--- config.mk ---
export PLATFORM = sky130hd
export DESIGN_NAME = spsm_core
export DESIGN_NICKNAME = d
export VERILOG_FILES = /design/src/hdl/spsm_core.v
export VERILOG_INCLUDE_DIRS = /design/src /design/src/hdl
export SDC_FILE = /design/constraint.sdc
export NUM_CORES = 1
export LEC_CHECK = 0
export BUFFER_PORTS_ARGS = -buffer_cell sky130_fd_sc_hd__buf_2
export CAP_MARGIN = 5
export CORE_UTILIZATION = 45
export CTS_BUF_LIST = sky130_fd_sc_hd__clkbuf_16
export DETAILED_ROUTE_END_ITERATION = 16
export GPL_ROUTABILITY_DRIVEN = 0
export PLACE_DENSITY = 0.69
export SLEW_MARGIN = 20
export SYNTH_ARGS = -nofsm -noshare
export SYNTH_HDL_FRONTEND = slang
export SYNTH_SLANG_ARGS = --single-unit
--- constraint.sdc ---
create_clock -name clk -period 6.3 [get_ports clk]
set_input_delay 1.26 -clock clk [delete_from_list [all_inputs] [get_ports clk]]
set_output_delay 1.26 -clock clk [all_outputs]
set_load 0.02 [all_outputs]
--- src/hdl/spsm_consts.vh ---
// Constants for the serial port special-modes block: offsets, fields, codes and counts.
// Behaviour
// - Sync master phase and order act like peripheral-interface
// - Sync pins: out, in, clock; no extras
// - Half-duplex 1 line driver, 2 transmitter drive control
// - Direction high one bit early, through stop
// - Standby start edge wakes oscillator and clock
// - False start bit turns the clock off
// - Start in standby detection sets start flag
// - Start detection off when active, idle, power-down
// - Shared receive interrupt, separate enables, wake choices
// - Oscillator stays on during ongoing communication
// - Break is more than eleven low bits
// - Bus mode sync must be 0x55, else error
// - Eight-bit-time count gives divider and fraction
// - Generic mode: no char check, update checked against a minimum only
// - Wait-for-break: next fall then rise is break
// - Single-wire: transmitter output feeds the receiver
// - Frame type: first stop bit or ninth bit
// - Filter mode drops data frames until address
// - Mode 2 is infrared, inverted pin, no double speed
// - Infrared transmit: 3/16, fixed clocks, or none
// - Infrared receive minimum width; event input option
`ifndef SPSM_CONSTS_VH
`define SPSM_CONSTS_VH
`define SPSM_ADDR_DATAL   4'h0
`define SPSM_ADDR_DATAH   4'h1
`define SPSM_ADDR_STATUS  4'h2
`define SPSM_ADDR_CTRLA   4'h3
`define SPSM_ADDR_CTRLB   4'h4
`define SPSM_ADDR_CTRLC   4'h5
`define SPSM_ADDR_BAUDL   4'h6
`define SPSM_ADDR_BAUDH   4'h7
`define SPSM_ADDR_EVCTRL  4'h8
`define SPSM_ADDR_TXPL    4'h9
`define SPSM_ADDR_RXPL    4'ha
`define SPSM_ST_RXC       7
`define SPSM_ST_DRE       5
`define SPSM_ST_RXS       4
`define SPSM_ST_ISF       3
`define SPSM_ST_BRK       1
`define SPSM_ST_WFB       0
`define SPSM_RST_CTRL     8'h00
`define SPSM_RST_BAUD     16'h0000
`define SPSM_RST_TXPL     8'h00
`define SPSM_RST_RXPL     7'h00
`define SPSM_HD_DRIVER    2'h1
`define SPSM_HD_TXCTL     2'h2
`define SPSM_RXM_GEN      2'h2
`define SPSM_RXM_BUS      2'h3
`define SPSM_CM_IR        2'h2
`define SPSM_CM_ASYNC     2'h0
`define SPSM_CM_SYNC      2'h3
`define SPSM_SLP_ACTIVE   2'h0
`define SPSM_SLP_STANDBY  2'h2
`define SPSM_CHSZ_9       3'h7
`define SPSM_SYNC_CHAR    8'h55
`define SPSM_BRK_TICKS    8'hb0
`define SPSM_BAUD_MIN     17'h00064
`define SPSM_BAUD_STEP    17'h00040
`define SPSM_IR_316       4'h3
`define SPSM_TXPL_NONE    8'hff
`define SPSM_SYNC_EDGES   3'h4
`endif

--- src/hdl/spsm_core.v ---
// Serial port with sync master, half-duplex, start-frame, auto-baud, infrared and filter modes.
`include "spsm_consts.vh"
`default_nettype none
module spsm_core (
  input  wire       clk,
  input  wire       nrst,
  input  wire [3:0] addr,
  input  wire [7:0] wdata,
  input  wire       wr,
  input  wire       rd,
  output wire [7:0] rdata,
  input  wire       rxd_in,
  input  wire       ev_in,
  input  wire [1:0] sleep_mode,
  output wire       txd_out,
  output wire       txd_oe_n,
  output wire       transfer_clock_pin,
  output wire       transmit_direction_pin,
  output wire       rx_irq,
  output wire       wake_request,
  output wire       osc_request,
  output wire       clk_request
);
  localparam TX_IDLE  = 3'd0;
  localparam TX_LEAD  = 3'd1;
  localparam TX_START = 3'd2;
  localparam TX_DATA  = 3'd3;
  localparam TX_STOP  = 3'd4;
  localparam SY_RUN   = 3'd5;
  localparam RX_IDLE  = 2'd0;
  localparam RX_START = 2'd1;
  localparam RX_DATA  = 2'd2;
  localparam RX_STOP  = 2'd3;
  localparam AB_IDLE  = 2'd0;
  localparam AB_WAIT  = 2'd1;
  localparam AB_MEAS  = 2'd2;
  localparam AB_CHK   = 2'd3;

  reg  [7:0]  ctrla_ff;
  reg  [7:0]  ctrlb_ff;
  reg  [7:0]  ctrlc_ff;
  reg  [15:0] baud_ff;
  reg         ev_sel_ff;
  reg  [7:0]  txpl_ff;
  reg  [6:0]  rxpl_ff;
  reg  [7:0]  rdata_ff;
  reg         rxc_ff;
  reg         rxs_ff;
  reg         isf_ff;
  reg         brk_ff;
  reg         wfb_ff;
  reg  [8:0]  rx_buf_ff;
  reg  [7:0]  tx_buf_ff;
  reg         tx_b8_ff;
  reg         tx_full_ff;
  reg  [15:0] acc_ff;
  reg  [2:0]  tx_state_ff;
  reg  [3:0]  tx_tick_ff;
  reg  [3:0]  tx_bit_ff;
  reg  [8:0]  tx_shift_ff;
  reg         tx_line_ff;
  reg         xck_ff;
  reg  [7:0]  sy_rx_ff;
  reg         sy_done_ff;
  reg  [7:0]  ir_clk_ff;
  reg         tx_pin_ff;
  reg  [6:0]  ir_low_ff;
  reg  [4:0]  ir_hold_ff;
  reg         rx_prev_ff;
  reg  [1:0]  rx_state_ff;
  reg  [3:0]  rx_tick_ff;
  reg  [3:0]  rx_bit_ff;
  reg  [1:0]  rx_vote_ff;
  reg  [8:0]  rx_shift_ff;
  reg         rx_done_ff;
  reg  [8:0]  rx_last_ff;
  reg  [7:0]  low_cnt_ff;
  reg         wfb_fell_ff;
  reg  [1:0]  ab_state_ff;
  reg  [16:0] meas_ff;
  reg  [2:0]  edge_cnt_ff;

  wire [1:0] half_duplex_select          = ctrla_ff[1:0];
  wire       loopback                    = ctrla_ff[3];
  wire       rxs_ie                      = ctrla_ff[4];
  wire       rxc_ie                      = ctrla_ff[7];
  wire       rx_en                       = ctrlb_ff[7];
  wire       tx_en                       = ctrlb_ff[6];
  wire       start_frame_detect_enable   = ctrlb_ff[4];
  wire [1:0] receive_mode_field          = ctrlb_ff[2:1];
  wire       multiprocessor_filter_mode  = ctrlb_ff[0];
  wire [1:0] communication_mode_field    = ctrlc_ff[7:6];
  wire       two_stop                    = ctrlc_ff[3];
  wire [2:0] chsize                      = ctrlc_ff[2:0];
  wire       sync_bit_order              = ctrlc_ff[2];
  wire       sync_clock_phase            = ctrlc_ff[1];
  wire       infrared_mode     = (communication_mode_field == `SPSM_CM_IR);
  wire       sync_mode         = (communication_mode_field == `SPSM_CM_SYNC);
  wire       bus_protocol_autobaud = (receive_mode_field == `SPSM_RXM_BUS);
  wire       generic_autobaud      = (receive_mode_field == `SPSM_RXM_GEN);
  wire       autobaud          = bus_protocol_autobaud | generic_autobaud;
  wire       nine_bit          = (chsize == `SPSM_CHSZ_9);
  wire [3:0] nbits = chsize[2] ? 4'd9 : ({1'b0, chsize} + 4'd5);
  wire       wr_status = wr & (addr == `SPSM_ADDR_STATUS);
  wire       wr_datal  = wr & (addr == `SPSM_ADDR_DATAL);
  wire       rd_datal  = rd & (addr == `SPSM_ADDR_DATAL);

  function [7:0] spsm_rev8;
    input [7:0] v;
    integer i;
    begin
      for (i = 0; i < 8; i = i + 1)
        spsm_rev8[i] = v[7 - i];
    end
  endfunction

  // Fractional divider: one sample tick per BAUD/64 clocks, sixteen ticks to a bit.
  wire [16:0] acc_sum = {1'b0, acc_ff} + `SPSM_BAUD_STEP;
  wire        tick    = (acc_sum >= {1'b0, baud_ff});
  always @(posedge clk or negedge nrst)
  begin
    if (!nrst)
      acc_ff <= 16'h0000;
    else if (tick)
      acc_ff <= acc_sum[15:0] - baud_ff;
    else
      acc_ff <= acc_sum[15:0];
  end

  // Transmit, half-duplex lead time and synchronous master.
  wire tx_busy  = (tx_state_ff != TX_IDLE);
  wire tx_take  = ~tx_busy & tx_full_ff & tx_en;
  wire sy_half  = tick & (tx_tick_ff[2:0] == 3'h7);
  wire tx_wrap  = tick & (tx_tick_ff == 4'hf);
  wire [7:0] sy_first = sync_bit_order ? tx_buf_ff : spsm_rev8(tx_buf_ff);
  always @(posedge clk or negedge nrst)
  begin
    if (!nrst)
    begin
      tx_state_ff <= TX_IDLE;
      tx_tick_ff  <= 4'h0;
      tx_bit_ff   <= 4'h0;
      tx_shift_ff <= 9'h000;
      tx_line_ff  <= 1'b1;
      xck_ff      <= 1'b0;
      sy_rx_ff    <= 8'h00;
      sy_done_ff  <= 1'b0;
    end
    else
    begin
      sy_done_ff <= 1'b0;
      if (tick)
        tx_tick_ff <= tx_tick_ff + 4'h1;
      case (tx_state_ff)
        TX_IDLE:
        begin
          xck_ff <= 1'b0;
          if (tx_take)
          begin
            tx_tick_ff <= 4'h0;
            tx_bit_ff  <= 4'h0;
            if (sync_mode)
            begin
              tx_shift_ff <= {1'b0, sy_first};
              tx_line_ff  <= sy_first[0];
              tx_state_ff <= SY_RUN;
            end
            else
            begin
              tx_shift_ff <= {tx_b8_ff, tx_buf_ff};
              tx_line_ff  <= (half_duplex_select != 2'h0);
              tx_state_ff <= (half_duplex_select != 2'h0) ? TX_LEAD : TX_START;
            end
          end
        end
        TX_LEAD:
          if (tx_wrap)
          begin
            tx_line_ff  <= 1'b0;
            tx_state_ff <= TX_START;
          end
        TX_START, TX_DATA:
          if (tx_wrap)
          begin
            if (tx_bit_ff == nbits)
            begin
              tx_line_ff  <= 1'b1;
              tx_bit_ff   <= 4'h1;
              tx_state_ff <= TX_STOP;
            end
            else
            begin
              tx_line_ff  <= tx_shift_ff[0];
              tx_shift_ff <= {1'b0, tx_shift_ff[8:1]};
              tx_bit_ff   <= tx_bit_ff + 4'h1;
              tx_state_ff <= TX_DATA;
            end
          end
        TX_STOP:
          if (tx_wrap)
          begin
            if (tx_bit_ff == (two_stop ? 4'h2 : 4'h1))
              tx_state_ff <= TX_IDLE;
            else
              tx_bit_ff <= tx_bit_ff + 4'h1;
          end
        SY_RUN:
          if (sy_half)
          begin
            // Leading edge at the end of even halves, trailing at the end of odd ones.
            xck_ff <= ~tx_bit_ff[0] & (tx_bit_ff != 4'hf);
            if (tx_bit_ff[0] == sync_clock_phase)
              sy_rx_ff <= {rxd_in, sy_rx_ff[7:1]};
            else if (tx_bit_ff != 4'h0)
            begin
              tx_line_ff  <= tx_shift_ff[1];
              tx_shift_ff <= {1'b0, tx_shift_ff[8:1]};
            end
            tx_bit_ff <= tx_bit_ff + 4'h1;
            if (tx_bit_ff == 4'hf)
            begin
              tx_state_ff <= TX_IDLE;
              tx_line_ff  <= 1'b1;
              sy_done_ff  <= 1'b1;
            end
          end
        default:
          tx_state_ff <= TX_IDLE;
      endcase
    end
  end

  // Infrared pulse shaping; a pulse drives the pin low.
  wire ir_pulse = (txpl_ff == `SPSM_RST_TXPL) ? (~tx_line_ff & (tx_tick_ff < `SPSM_IR_316)) :
                  (txpl_ff == `SPSM_TXPL_NONE) ? ~tx_line_ff :
                  (~tx_line_ff & (ir_clk_ff < txpl_ff));
  wire nxt_tx_pin = (infrared_mode & tx_busy) ? ~ir_pulse : tx_line_ff;
  always @(posedge clk or negedge nrst)
  begin
    if (!nrst)
    begin
      ir_clk_ff <= 8'h00;
      tx_pin_ff <= 1'b1;
    end
    else
    begin
      tx_pin_ff <= nxt_tx_pin;
      if (tx_wrap | tx_take)
        ir_clk_ff <= 8'h00;
      else if (ir_clk_ff != 8'hff)
        ir_clk_ff <= ir_clk_ff + 8'h01;
    end
  end

  assign txd_out                = tx_pin_ff;
  assign txd_oe_n               = (half_duplex_select == `SPSM_HD_TXCTL) ? ~tx_busy : 1'b0;
  assign transmit_direction_pin = (half_duplex_select != 2'h0) & tx_busy & ~sync_mode;
  assign transfer_clock_pin     = xck_ff;

  // Receive source: loopback, event input or pin, then infrared decode.
  wire rx_src  = loopback ? tx_pin_ff : (ev_sel_ff ? ev_in : rxd_in);
  wire [6:0] rxpl_min = (rxpl_ff == 7'h00) ? 7'h01 : rxpl_ff;
  always @(posedge clk or negedge nrst)
  begin
    if (!nrst)
    begin
      ir_low_ff  <= 7'h00;
      ir_hold_ff <= 5'h00;
    end
    else
    begin
      if (rx_src)
        ir_low_ff <= 7'h00;
      else if (ir_low_ff != 7'h7f)
        ir_low_ff <= ir_low_ff + 7'h01;
      // A qualified pulse is held as a zero for one bit time; short ones never qualify.
      if (~rx_src & (ir_low_ff == rxpl_min - 7'h01))
        ir_hold_ff <= 5'h10;
      else if (tick & (ir_hold_ff != 5'h00))
        ir_hold_ff <= ir_hold_ff - 5'h01;
    end
  end
  wire rx_line = infrared_mode ? (ir_hold_ff == 5'h00) : rx_src;
  wire rx_fall = rx_prev_ff & ~rx_line;
  wire rx_rise = ~rx_prev_ff & rx_line;

  // Asynchronous receiver with three-sample majority at the bit centre.
  wire       rx_busy = (rx_state_ff != RX_IDLE);
  wire [1:0] ones    = rx_vote_ff + {1'b0, rx_line};
  wire       maj     = ones[1];
  wire       centre  = tick & (rx_tick_ff == 4'h9);
  wire [8:0] rx_full = {maj, rx_shift_ff[8:1]};
  wire [8:0] rx_data = rx_shift_ff >> (4'd9 - nbits);
  wire       ftype   = nine_bit ? rx_data[8] : maj;
  wire       is_break = autobaud & ~maj & (rx_data == 9'h000);
  wire       rx_accept = (rx_state_ff == RX_STOP) & centre & rx_en & ~is_break &
                         ~(multiprocessor_filter_mode & ~ftype);
  wire       sfd_active = start_frame_detect_enable & (sleep_mode == `SPSM_SLP_STANDBY) &
                          (communication_mode_field == `SPSM_CM_ASYNC) & rx_en;
  always @(posedge clk or negedge nrst)
  begin
    if (!nrst)
    begin
      rx_prev_ff  <= 1'b1;
      rx_state_ff <= RX_IDLE;
      rx_tick_ff  <= 4'h0;
      rx_bit_ff   <= 4'h0;
      rx_vote_ff  <= 2'h0;
      rx_shift_ff <= 9'h000;
      rx_done_ff  <= 1'b0;
      rx_last_ff  <= 9'h000;
    end
    else
    begin
      rx_prev_ff <= rx_line;
      rx_done_ff <= 1'b0;
      if (tick & rx_busy)
      begin
        rx_tick_ff <= rx_tick_ff + 4'h1;
        if (rx_tick_ff == 4'h7)
          rx_vote_ff <= {1'b0, rx_line};
        else if (rx_tick_ff == 4'h8)
          rx_vote_ff <= ones;
      end
      case (rx_state_ff)
        RX_IDLE:
          if (rx_fall & rx_en & ~sync_mode)
          begin
            rx_tick_ff  <= 4'h0;
            rx_bit_ff   <= 4'h0;
            rx_state_ff <= RX_START;
          end
        RX_START:
          if (centre & maj)
            rx_state_ff <= RX_IDLE;
          else if (tick & (rx_tick_ff == 4'hf))
            rx_state_ff <= RX_DATA;
        RX_DATA:
        begin
          if (centre)
          begin
            rx_shift_ff <= rx_full;
            rx_bit_ff   <= rx_bit_ff + 4'h1;
          end
          if (tick & (rx_tick_ff == 4'hf) & (rx_bit_ff == nbits))
            rx_state_ff <= RX_STOP;
        end
        RX_STOP:
          if (centre)
          begin
            // Ending at the stop centre lets the next start bit come early.
            rx_done_ff  <= 1'b1;
            rx_last_ff  <= rx_data;
            rx_state_ff <= RX_IDLE;
          end
        default:
          rx_state_ff <= RX_IDLE;
      endcase
    end
  end
  wire start_seen = (rx_state_ff == RX_START) & centre & ~maj & sfd_active;

  // Break detection and baud measurement.
  wire brk_low  = autobaud & ~rx_line & (low_cnt_ff == `SPSM_BRK_TICKS) & tick;
  wire brk_wfb  = wfb_ff & wfb_fell_ff & rx_rise;
  wire brk_hit  = brk_low | brk_wfb;
  wire [16:0] new_baud  = {1'b0, meas_ff[16:1]};
  wire        sync_ok   = bus_protocol_autobaud ? (rx_last_ff[7:0] == `SPSM_SYNC_CHAR) :
                          (new_baud >= `SPSM_BAUD_MIN);
  // A sync frame that ends before its fifth falling edge is judged too, so a bad char flags.
  wire        ab_done   = ((ab_state_ff == AB_CHK) | (ab_state_ff == AB_MEAS)) & rx_done_ff;
  wire        ab_update = ab_done & sync_ok & (ab_state_ff == AB_CHK);
  always @(posedge clk or negedge nrst)
  begin
    if (!nrst)
    begin
      low_cnt_ff  <= 8'h00;
      wfb_fell_ff <= 1'b0;
      ab_state_ff <= AB_IDLE;
      meas_ff     <= 17'h00000;
      edge_cnt_ff <= 3'h0;
    end
    else
    begin
      if (rx_line)
        low_cnt_ff <= 8'h00;
      else if (tick & (low_cnt_ff != 8'hff))
        low_cnt_ff <= low_cnt_ff + 8'h01;
      if (~wfb_ff | brk_wfb)
        wfb_fell_ff <= 1'b0;
      else if (rx_fall)
        wfb_fell_ff <= 1'b1;
      case (ab_state_ff)
        AB_IDLE:
          if (brk_hit)
            ab_state_ff <= AB_WAIT;
        AB_WAIT:
          if (rx_fall)
          begin
            meas_ff     <= 17'h00000;
            edge_cnt_ff <= 3'h0;
            ab_state_ff <= AB_MEAS;
          end
        AB_MEAS:
        begin
          // Counted in clocks; half of eight bit times in clocks is the new BAUD.
          if (meas_ff != 17'h1ffff)
            meas_ff <= meas_ff + 17'h00001;
          if (rx_fall)
          begin
            edge_cnt_ff <= edge_cnt_ff + 3'h1;
            if (edge_cnt_ff == `SPSM_SYNC_EDGES - 3'h1)
              ab_state_ff <= AB_CHK;
          end
          if (rx_done_ff)
            ab_state_ff <= AB_IDLE;
        end
        AB_CHK:
          if (rx_done_ff)
            ab_state_ff <= AB_IDLE;
        default:
          ab_state_ff <= AB_IDLE;
      endcase
      if (~autobaud & ~wfb_ff)
        ab_state_ff <= AB_IDLE;
    end
  end

  // Register file; hardware events win over a clear in the same cycle.
  always @(posedge clk or negedge nrst)
  begin
    if (!nrst)
    begin
      ctrla_ff   <= `SPSM_RST_CTRL;
      ctrlb_ff   <= `SPSM_RST_CTRL;
      ctrlc_ff   <= `SPSM_RST_CTRL;
      baud_ff    <= `SPSM_RST_BAUD;
      ev_sel_ff  <= 1'b0;
      txpl_ff    <= `SPSM_RST_TXPL;
      rxpl_ff    <= `SPSM_RST_RXPL;
      rdata_ff   <= 8'h00;
      rxc_ff     <= 1'b0;
      rxs_ff     <= 1'b0;
      isf_ff     <= 1'b0;
      brk_ff     <= 1'b0;
      wfb_ff     <= 1'b0;
      rx_buf_ff  <= 9'h000;
      tx_buf_ff  <= 8'h00;
      tx_b8_ff   <= 1'b0;
      tx_full_ff <= 1'b0;
    end
    else
    begin
      if (wr)
        case (addr)
          `SPSM_ADDR_DATAL:  tx_buf_ff <= wdata;
          `SPSM_ADDR_DATAH:  tx_b8_ff  <= wdata[0];
          `SPSM_ADDR_CTRLA:  ctrla_ff  <= wdata;
          `SPSM_ADDR_CTRLB:  ctrlb_ff  <= wdata;
          `SPSM_ADDR_CTRLC:  ctrlc_ff  <= wdata;
          `SPSM_ADDR_BAUDL:  baud_ff   <= {baud_ff[15:8], wdata};
          `SPSM_ADDR_BAUDH:  baud_ff   <= {wdata, baud_ff[7:0]};
          `SPSM_ADDR_EVCTRL: ev_sel_ff <= wdata[0];
          `SPSM_ADDR_TXPL:   txpl_ff   <= wdata;
          `SPSM_ADDR_RXPL:   rxpl_ff   <= wdata[6:0];
          default:           ;
        endcase
      if (ab_update)
        baud_ff <= new_baud[15:0];
      tx_full_ff <= wr_datal | (tx_full_ff & ~tx_take);
      if (rx_accept)
        rx_buf_ff <= rx_data;
      else if (sy_done_ff)
        rx_buf_ff <= {1'b0, sync_bit_order ? sy_rx_ff : spsm_rev8(sy_rx_ff)};
      rxc_ff <= rx_accept | sy_done_ff | (rxc_ff & ~rd_datal);
      rxs_ff <= start_seen | (rxs_ff & ~(wr_status & wdata[`SPSM_ST_RXS]));
      isf_ff <= (ab_done & ~ab_update) | (isf_ff & ~(wr_status & wdata[`SPSM_ST_ISF]));
      brk_ff <= brk_hit | (brk_ff & ~(wr_status & wdata[`SPSM_ST_BRK]));
      wfb_ff <= (wr_status & wdata[`SPSM_ST_WFB]) | (wfb_ff & ~brk_wfb);
      if (rd)
        case (addr)
          `SPSM_ADDR_DATAL:  rdata_ff <= rx_buf_ff[7:0];
          `SPSM_ADDR_DATAH:  rdata_ff <= {rxc_ff, 6'h00, rx_buf_ff[8]};
          `SPSM_ADDR_STATUS: rdata_ff <= {rxc_ff, 1'b0, ~tx_full_ff, rxs_ff, isf_ff,
                                          1'b0, brk_ff, wfb_ff};
          `SPSM_ADDR_CTRLA:  rdata_ff <= ctrla_ff;
          `SPSM_ADDR_CTRLB:  rdata_ff <= ctrlb_ff;
          `SPSM_ADDR_CTRLC:  rdata_ff <= ctrlc_ff;
          `SPSM_ADDR_BAUDL:  rdata_ff <= baud_ff[7:0];
          `SPSM_ADDR_BAUDH:  rdata_ff <= baud_ff[15:8];
          `SPSM_ADDR_EVCTRL: rdata_ff <= {7'h00, ev_sel_ff};
          `SPSM_ADDR_TXPL:   rdata_ff <= txpl_ff;
          `SPSM_ADDR_RXPL:   rdata_ff <= {1'b0, rxpl_ff};
          default:           rdata_ff <= 8'h00;
        endcase
      else
        rdata_ff <= 8'h00;
    end
  end
  assign rdata = rdata_ff;

  // Power requests: the oscillator holds while any frame is in flight.
  wire comm_busy = rx_busy | tx_busy;
  wire irq_src   = (rxc_ff & rxc_ie) | (rxs_ff & rxs_ie);
  assign rx_irq       = irq_src;
  assign wake_request = (sleep_mode != `SPSM_SLP_ACTIVE) & irq_src;
  assign osc_request  = comm_busy | (sfd_active & ~rx_line);
  assign clk_request  = (sleep_mode != `SPSM_SLP_STANDBY) | comm_busy |
                        (sfd_active & ~rx_line);
endmodule // spsm_core
`default_nettype wire

* After elaboration in Yosys (flattened, before gate mapping)
Cells that the tools add are included.
** Storage, ports and cells
- Input port bits :: 20
- Bits in registers :: 218
- Logic and storage cells :: 406
- Output and inout port bits :: 16
** Cells by class
- Reduce and logical (&&, ||, !) cells :: 56
- Add/subtract/negate cells :: 16
- Equality and inequality tests :: 78
- Bitwise logic cells :: 101
- Shifts and indexed selects :: 1
- Muxes and demuxes :: 106
- Magnitude comparators :: 4
** Operators by type and width (number)
- $pmux W8 S11 :: 1
- $mux W9 :: 9
- $and A1 B1 Y1 :: 62
- $mux W4 :: 15
- $mux W8 :: 7
- $mux W16 :: 3
- $ne A2 B2 Y1 const B :: 20
- $mux W17 :: 2
- $pmux W17 S2 :: 1
- $mux W3 :: 11
- $eq A4 B4 Y1 const B :: 8
- $mux W2 :: 16
- $pmux W16 S2 :: 1
- $reduce_bool A2 Y1 :: 16
- $pmux W9 S3 :: 1
- $mux W1 :: 26
- $reduce_and A2 Y1 :: 12
- $not A1 Y1 :: 22
- $mux W7 :: 3
- $reduce_and A7 Y1 :: 3
- $eq A2 B2 Y1 const B :: 10
- $eq A4 B3 Y1 const B :: 5
- $reduce_and A3 Y1 :: 6
- $add A16 B7 Y17 const B :: 1
- other kinds (60) :: 101

* Longest topological paths before layout
- Depth after elaboration :: 12
- Gate-level depth with buffers :: 15
- Gate-level depth less buffers :: 14

* Worst setup path before layout
OpenSTA, ideal clock, no wires.
- Kind :: input-to-reg
- From :: input ev_in
- To :: register rx_buf_ff[1]
- Setup time :: 125 ps
- Data arrival time :: 4123 ps
- Data required time :: 6175 ps
- Slack :: 2052 ps
- Path buffers :: 1
- Stages :: 13
- Cell sequence :: mux2i_1 > o21ai_1 > a21oi_1 > inv_1 > buf_1 > ha_1 > xor2_1 > nand2_1 > nand2_1 > a41oi_1 > or4b_4 > a21oi_4 > mux2_4
** On the way
- Longest elaborated chain between the ends :: 11
- Elaborated cells on any way between the ends :: 16
- Classes of those cells :: add/sub: 1; mux: 5; bitwise: 9; reduce/logical: 1
** RTL lines
- start, declared :: line spsm_core.v:13 : input wire ev_in,
- $mux W1 * (2 in series) :: line spsm_core.v:261 : wire rx_src = loopback ? tx_pin_ff : (ev_sel_ff ? ev_in : rxd_in);
- $mux W1 * :: line spsm_core.v:283 : wire rx_line = infrared_mode ? (ir_hold_ff == 5'h00) : rx_src;
- net rx_line :: line spsm_core.v:283
- $add A2 B1 Y2 * :: line spsm_core.v:289 : wire [1:0] ones = rx_vote_ff + {1'b0, rx_line};
- $not A1 Y1 :: line spsm_core.v:295 : wire is_break = autobaud & ~maj & (rx_data == 9'h000);
- $and A1 B1 Y1 (2 in series) :: line spsm_core.v:295
- $not A1 Y1 :: line spsm_core.v:296 : wire rx_accept = (rx_state_ff == RX_STOP) & centre & rx_en & ~is_break &
- $and A1 B1 Y1 :: line spsm_core.v:296
- $and A1 B1 Y1 * :: line spsm_core.v:296
- $mux W9 / $reduce_bool A2 Y1 (equally long branches)
- end signal, assigned :: line spsm_core.v:472 : rx_buf_ff <= rx_data;
- end signal, assigned :: line spsm_core.v:474 : rx_buf_ff <= {1'b0, sync_bit_order ? sy_rx_ff : spsm_rev8(sy_rx_ff)};
- end, declared :: line spsm_core.v:52 : reg [8:0] rx_buf_ff;
Mark *: on every way through the listed nets, which the timed path passes. The rest lies on a longest branch.
A chain may end at the register's enable or synchronous reset.

* Worst setup path in the final report
- From :: input rxd_in
- To :: output clk_request
** On the way
- Longest elaborated chain between the ends :: 6
** RTL lines
- start, declared :: line spsm_core.v:12 : input wire rxd_in,
- $mux W1 (2 in series) :: line spsm_core.v:261
- $mux W1 :: line spsm_core.v:283
- $not A1 Y1 :: line spsm_core.v:509 : (sfd_active & ~rx_line);
- $and A1 B1 Y1 :: line spsm_core.v:509
- $or A1 B1 Y1 :: line spsm_core.v:508 : assign clk_request = (sleep_mode != `SPSM_SLP_STANDBY) | comm_busy |
- end, declared :: line spsm_core.v:22 : output wire clk_request
Every way passes these cells.

==> results.toml <==
[timing]
max_freq_mhz = 211
tightestPinTransition_ns = 1.04
finalCriticalPeriod_ns = 4.74
finalMaxSlewViolations = 0
timing.final.crit_share_pct = 75.2
max_slew_margin_pct = 28.9
fin_worst_skew_ns = 0.0188
hold_viol_final = 0
holdWs_ns = 0.461
setup_viol = 0
rsz0062_at_grt = "false"
tns_ns = 0

[floorplan]
std_cell_rows = 61
die_w_um = 171
start_util_pct = 46.1
core_area_sq_mm = 0.0279
die_y_um = 171
die_area_sq_mm = 0.0293
io-pin-count = 36

[grt]
grt_pass1_wl_um = 53400
grt_start_max_net_pins = 145
grt-ovfl-total = 0
grt_usage_pct = 23.2
antenna_found_initial = 0
grt_pass1_vias = 9930

[drt]
via_count = 10336
wl_um = 33100
drtPass1Iterations = 6
via_per_inst = 5.84
wire_per_inst_um = 18.7
drcViolationCount = 0
antenna_left = 0
drt_iter0_drc = 926

[min_path]
hold-path-endpoint = "rx_last_ff[0]"
holdCritPathClass = "reg2reg"
min-delay-start = "rx_last_ff[0]"
holdPathStages = 2

[clock_network]
numCtsBuffers = 25
cts-root-buf = "clkbuf_16"
clkSinkCount = 218
hold_buffers = 0
clk_path_buf_depth = 3
path_clk_slew_ns = 0.06
cts_resized = 0
cts_htree_levels = 1
cts_setup_buffers = 0
clock_latency_ns = 0.53
cts_tree = "built"

[final_layout]
final_nets = 1439
multi_input_area_sq_mm = 0.00699
fillCellCount = 2551
synthToLayoutAreaGrowth_pct = 10.8
drive_above_1_share_pct = 13.7
seq_area_sq_mm = 0.00546
layout_common_cells = "215 x dfrtp_1, 146 x nand2_1, 124 x nor2_1, 85 x o21ai_0, 83 x mux2_2"
num_antenna_cells = 0
mostFrequentLayoutCell = "dfrtp_1"

[run_status]
status = "finished, final reports clean"

[synth]
synthArstFlopShare_pct = 100
synthesis.area_sq_mm = 0.0129
synth_edf_count = 0
yosys_warnings = 0
syn-num-nets = 1430
synth_cell_types = 78
ys.flop_type = "dfrtp_1"
synth_seq_cells = 218
yosysSeqAreaShare_pct = 42.4
syn_inst = 1364
syn_area_per_cell_sq_um = 9.44

[flow_run]
cap_viol_max_count = 0

[setup_path]
path_class = "in2out"
rr_worst_depth = 11
slowest_delay_ns = 0.83
critPathRequiredTime_ns = 5.04
worst_path_max_delay_cell = "o21ai_1"
timing.rr.end = "rx_last_ff[1]"
r2r_start = "acc_ff[6]"
path_max_fanout = 15
crit_path_end_kind = "primary output"
worstPathArrival_ns = 3.48
cpLargestDelayFamily = "compound AO/OA/AOI/OAI gates"
cp_common_cell = "buf_2"
critPathBufInv = 3
worstPathCellList = "buf_2 > mux2i_1 > o21ai_1 > a21oi_1 > inv_1 > o2111ai_1 > buf_2"
r2r_setup_slack_ns = 1.92
startpoint_type = "input port"

[placed_design]
numPortBuffers = 35
dpl.hpwl_um = 23300

[power]
ir_worst_vdd_v = 0.000192
leakagePower_uw = 0.00633
p_per_area_mw_per_mm2 = 390
-- synth_stat cells (18+ instances only) --
master | count | area (sq um)
a21oi_1 | 71 | 355
a31oi_1 | 18 | 113
and3_1 | 23 | 144
clkbuf_1 | 47 | 176
dfrtp_1 | 215 | 5380
ha_1 | 45 | 563
inv_1 | 51 | 191
mux2_2 | 83 | 935
mux2i_1 | 55 | 551
nand2_1 | 146 | 548
nand2b_1 | 23 | 144
nand3_1 | 53 | 265
nor2_1 | 124 | 465
o21ai_0 | 85 | 425
xnor2_1 | 33 | 289
xor2_1 | 28 | 245
-- report_power, final --
part | switching, uW | internal, uW | total, uW
registers | 360 | 1680 | 2040
clock network | 610 | 974 | 1580
logic | 1120 | 824 | 1950
total | 2090 | 3480 | 5570
-- layout make-up --
class / count / share of cell area [%]
multi-input cells: 1032 / 49.0
flip-flops and latches: 218 / 38.2
clock buffers: 25 / 4.38
well taps: 378 / 3.31
clock inverters: 20 / 1.87
repair buffers: 43 / 1.81
inverters: 53 / 1.39
-- logic make-up after synthesis --
group | synth area share (%)
and+or+nand+nor | 18.4
AOI/OAI and AO/OA | 14.6
DFF | 42.4
muxes | 12.5
buffers and inverters | 3.40
xor gates and xnor gates | 4.15
adders and majority gates | 4.53
-- flip-flops by register name, summed over array words and instances (netlist names), 8 cells and up, named ones only --
| name | cells |
|---|---|
| ctrlb_ff | 8 |
| meas_ff | 17 |
| tx_shift_ff | 9 |
| rx_shift_ff | 9 |
| low_cnt_ff | 8 |
| rx_buf_ff | 9 |
| sy_rx_ff | 8 |
| baud_ff | 16 |
| ctrla_ff | 8 |
| acc_ff | 16 |
| rdata | 8 |
| ctrlc_ff | 8 |
| tx_buf_ff | 8 |
| rx_last_ff | 8 |
| txpl_ff | 8 |
| ir_clk_ff | 8 |
-- per-layer routing --
layer  routed length, um  GRT usage, %  vias to the layer above  part of all wire (%)
met4                1030          7.84                        0                   3.1
met1               15500          32.9                     5041                    47
li1                    -             -                     4916                     -
met3                1690          3.19                       68                   5.1
met5                   0             0                        -                     0
met2               14800          36.3                      311                    45
-- how the worst max path moves through the flow --
stage / from / endpoint / slack [ns] / depth (start not counted)
CTS: rxd_in / clk_request / 1.57 / 7
global placement: rxd_in / rx_buf_ff[1] / 1.22 / 14
detailed placement: rxd_in / rx_buf_ff[1] / 1.14 / 14
finish: rxd_in / clk_request / 1.56 / 7
global route: rxd_in / clk_request / 1.41 / 7
floorplan: ev_in / rx_buf_ff[1] / 2.05 / 13
-- worst min-delay path, stage by stage (launching register included) --
cell and delay [ns]:
dfrtp_1 0.33, nand2_1 0.05, nand2_1 0.05
-- per-stage QoR --
stage / util [%] / total power [uW] / worst slack (ns) / cell area (sq um) / std cells
6_report: 51.1 / 5570 / 1.56 / 14300 / 1769
3_3_place_gp: 47.9 / 3910 / 1.22 / 13400 / 1724
4_1_cts: 51.1 / 5570 / 1.57 / 14300 / 1769
5_1_grt: 51.1 / 5950 / 1.41 / 14300 / 1769
3_5_place_dp: 47.9 / 3980 / 1.14 / 13400 / 1724
2_1_floorplan: - / 3450 / 2.05 / 12900 / 1364
(Power assumes the default switching activity.)
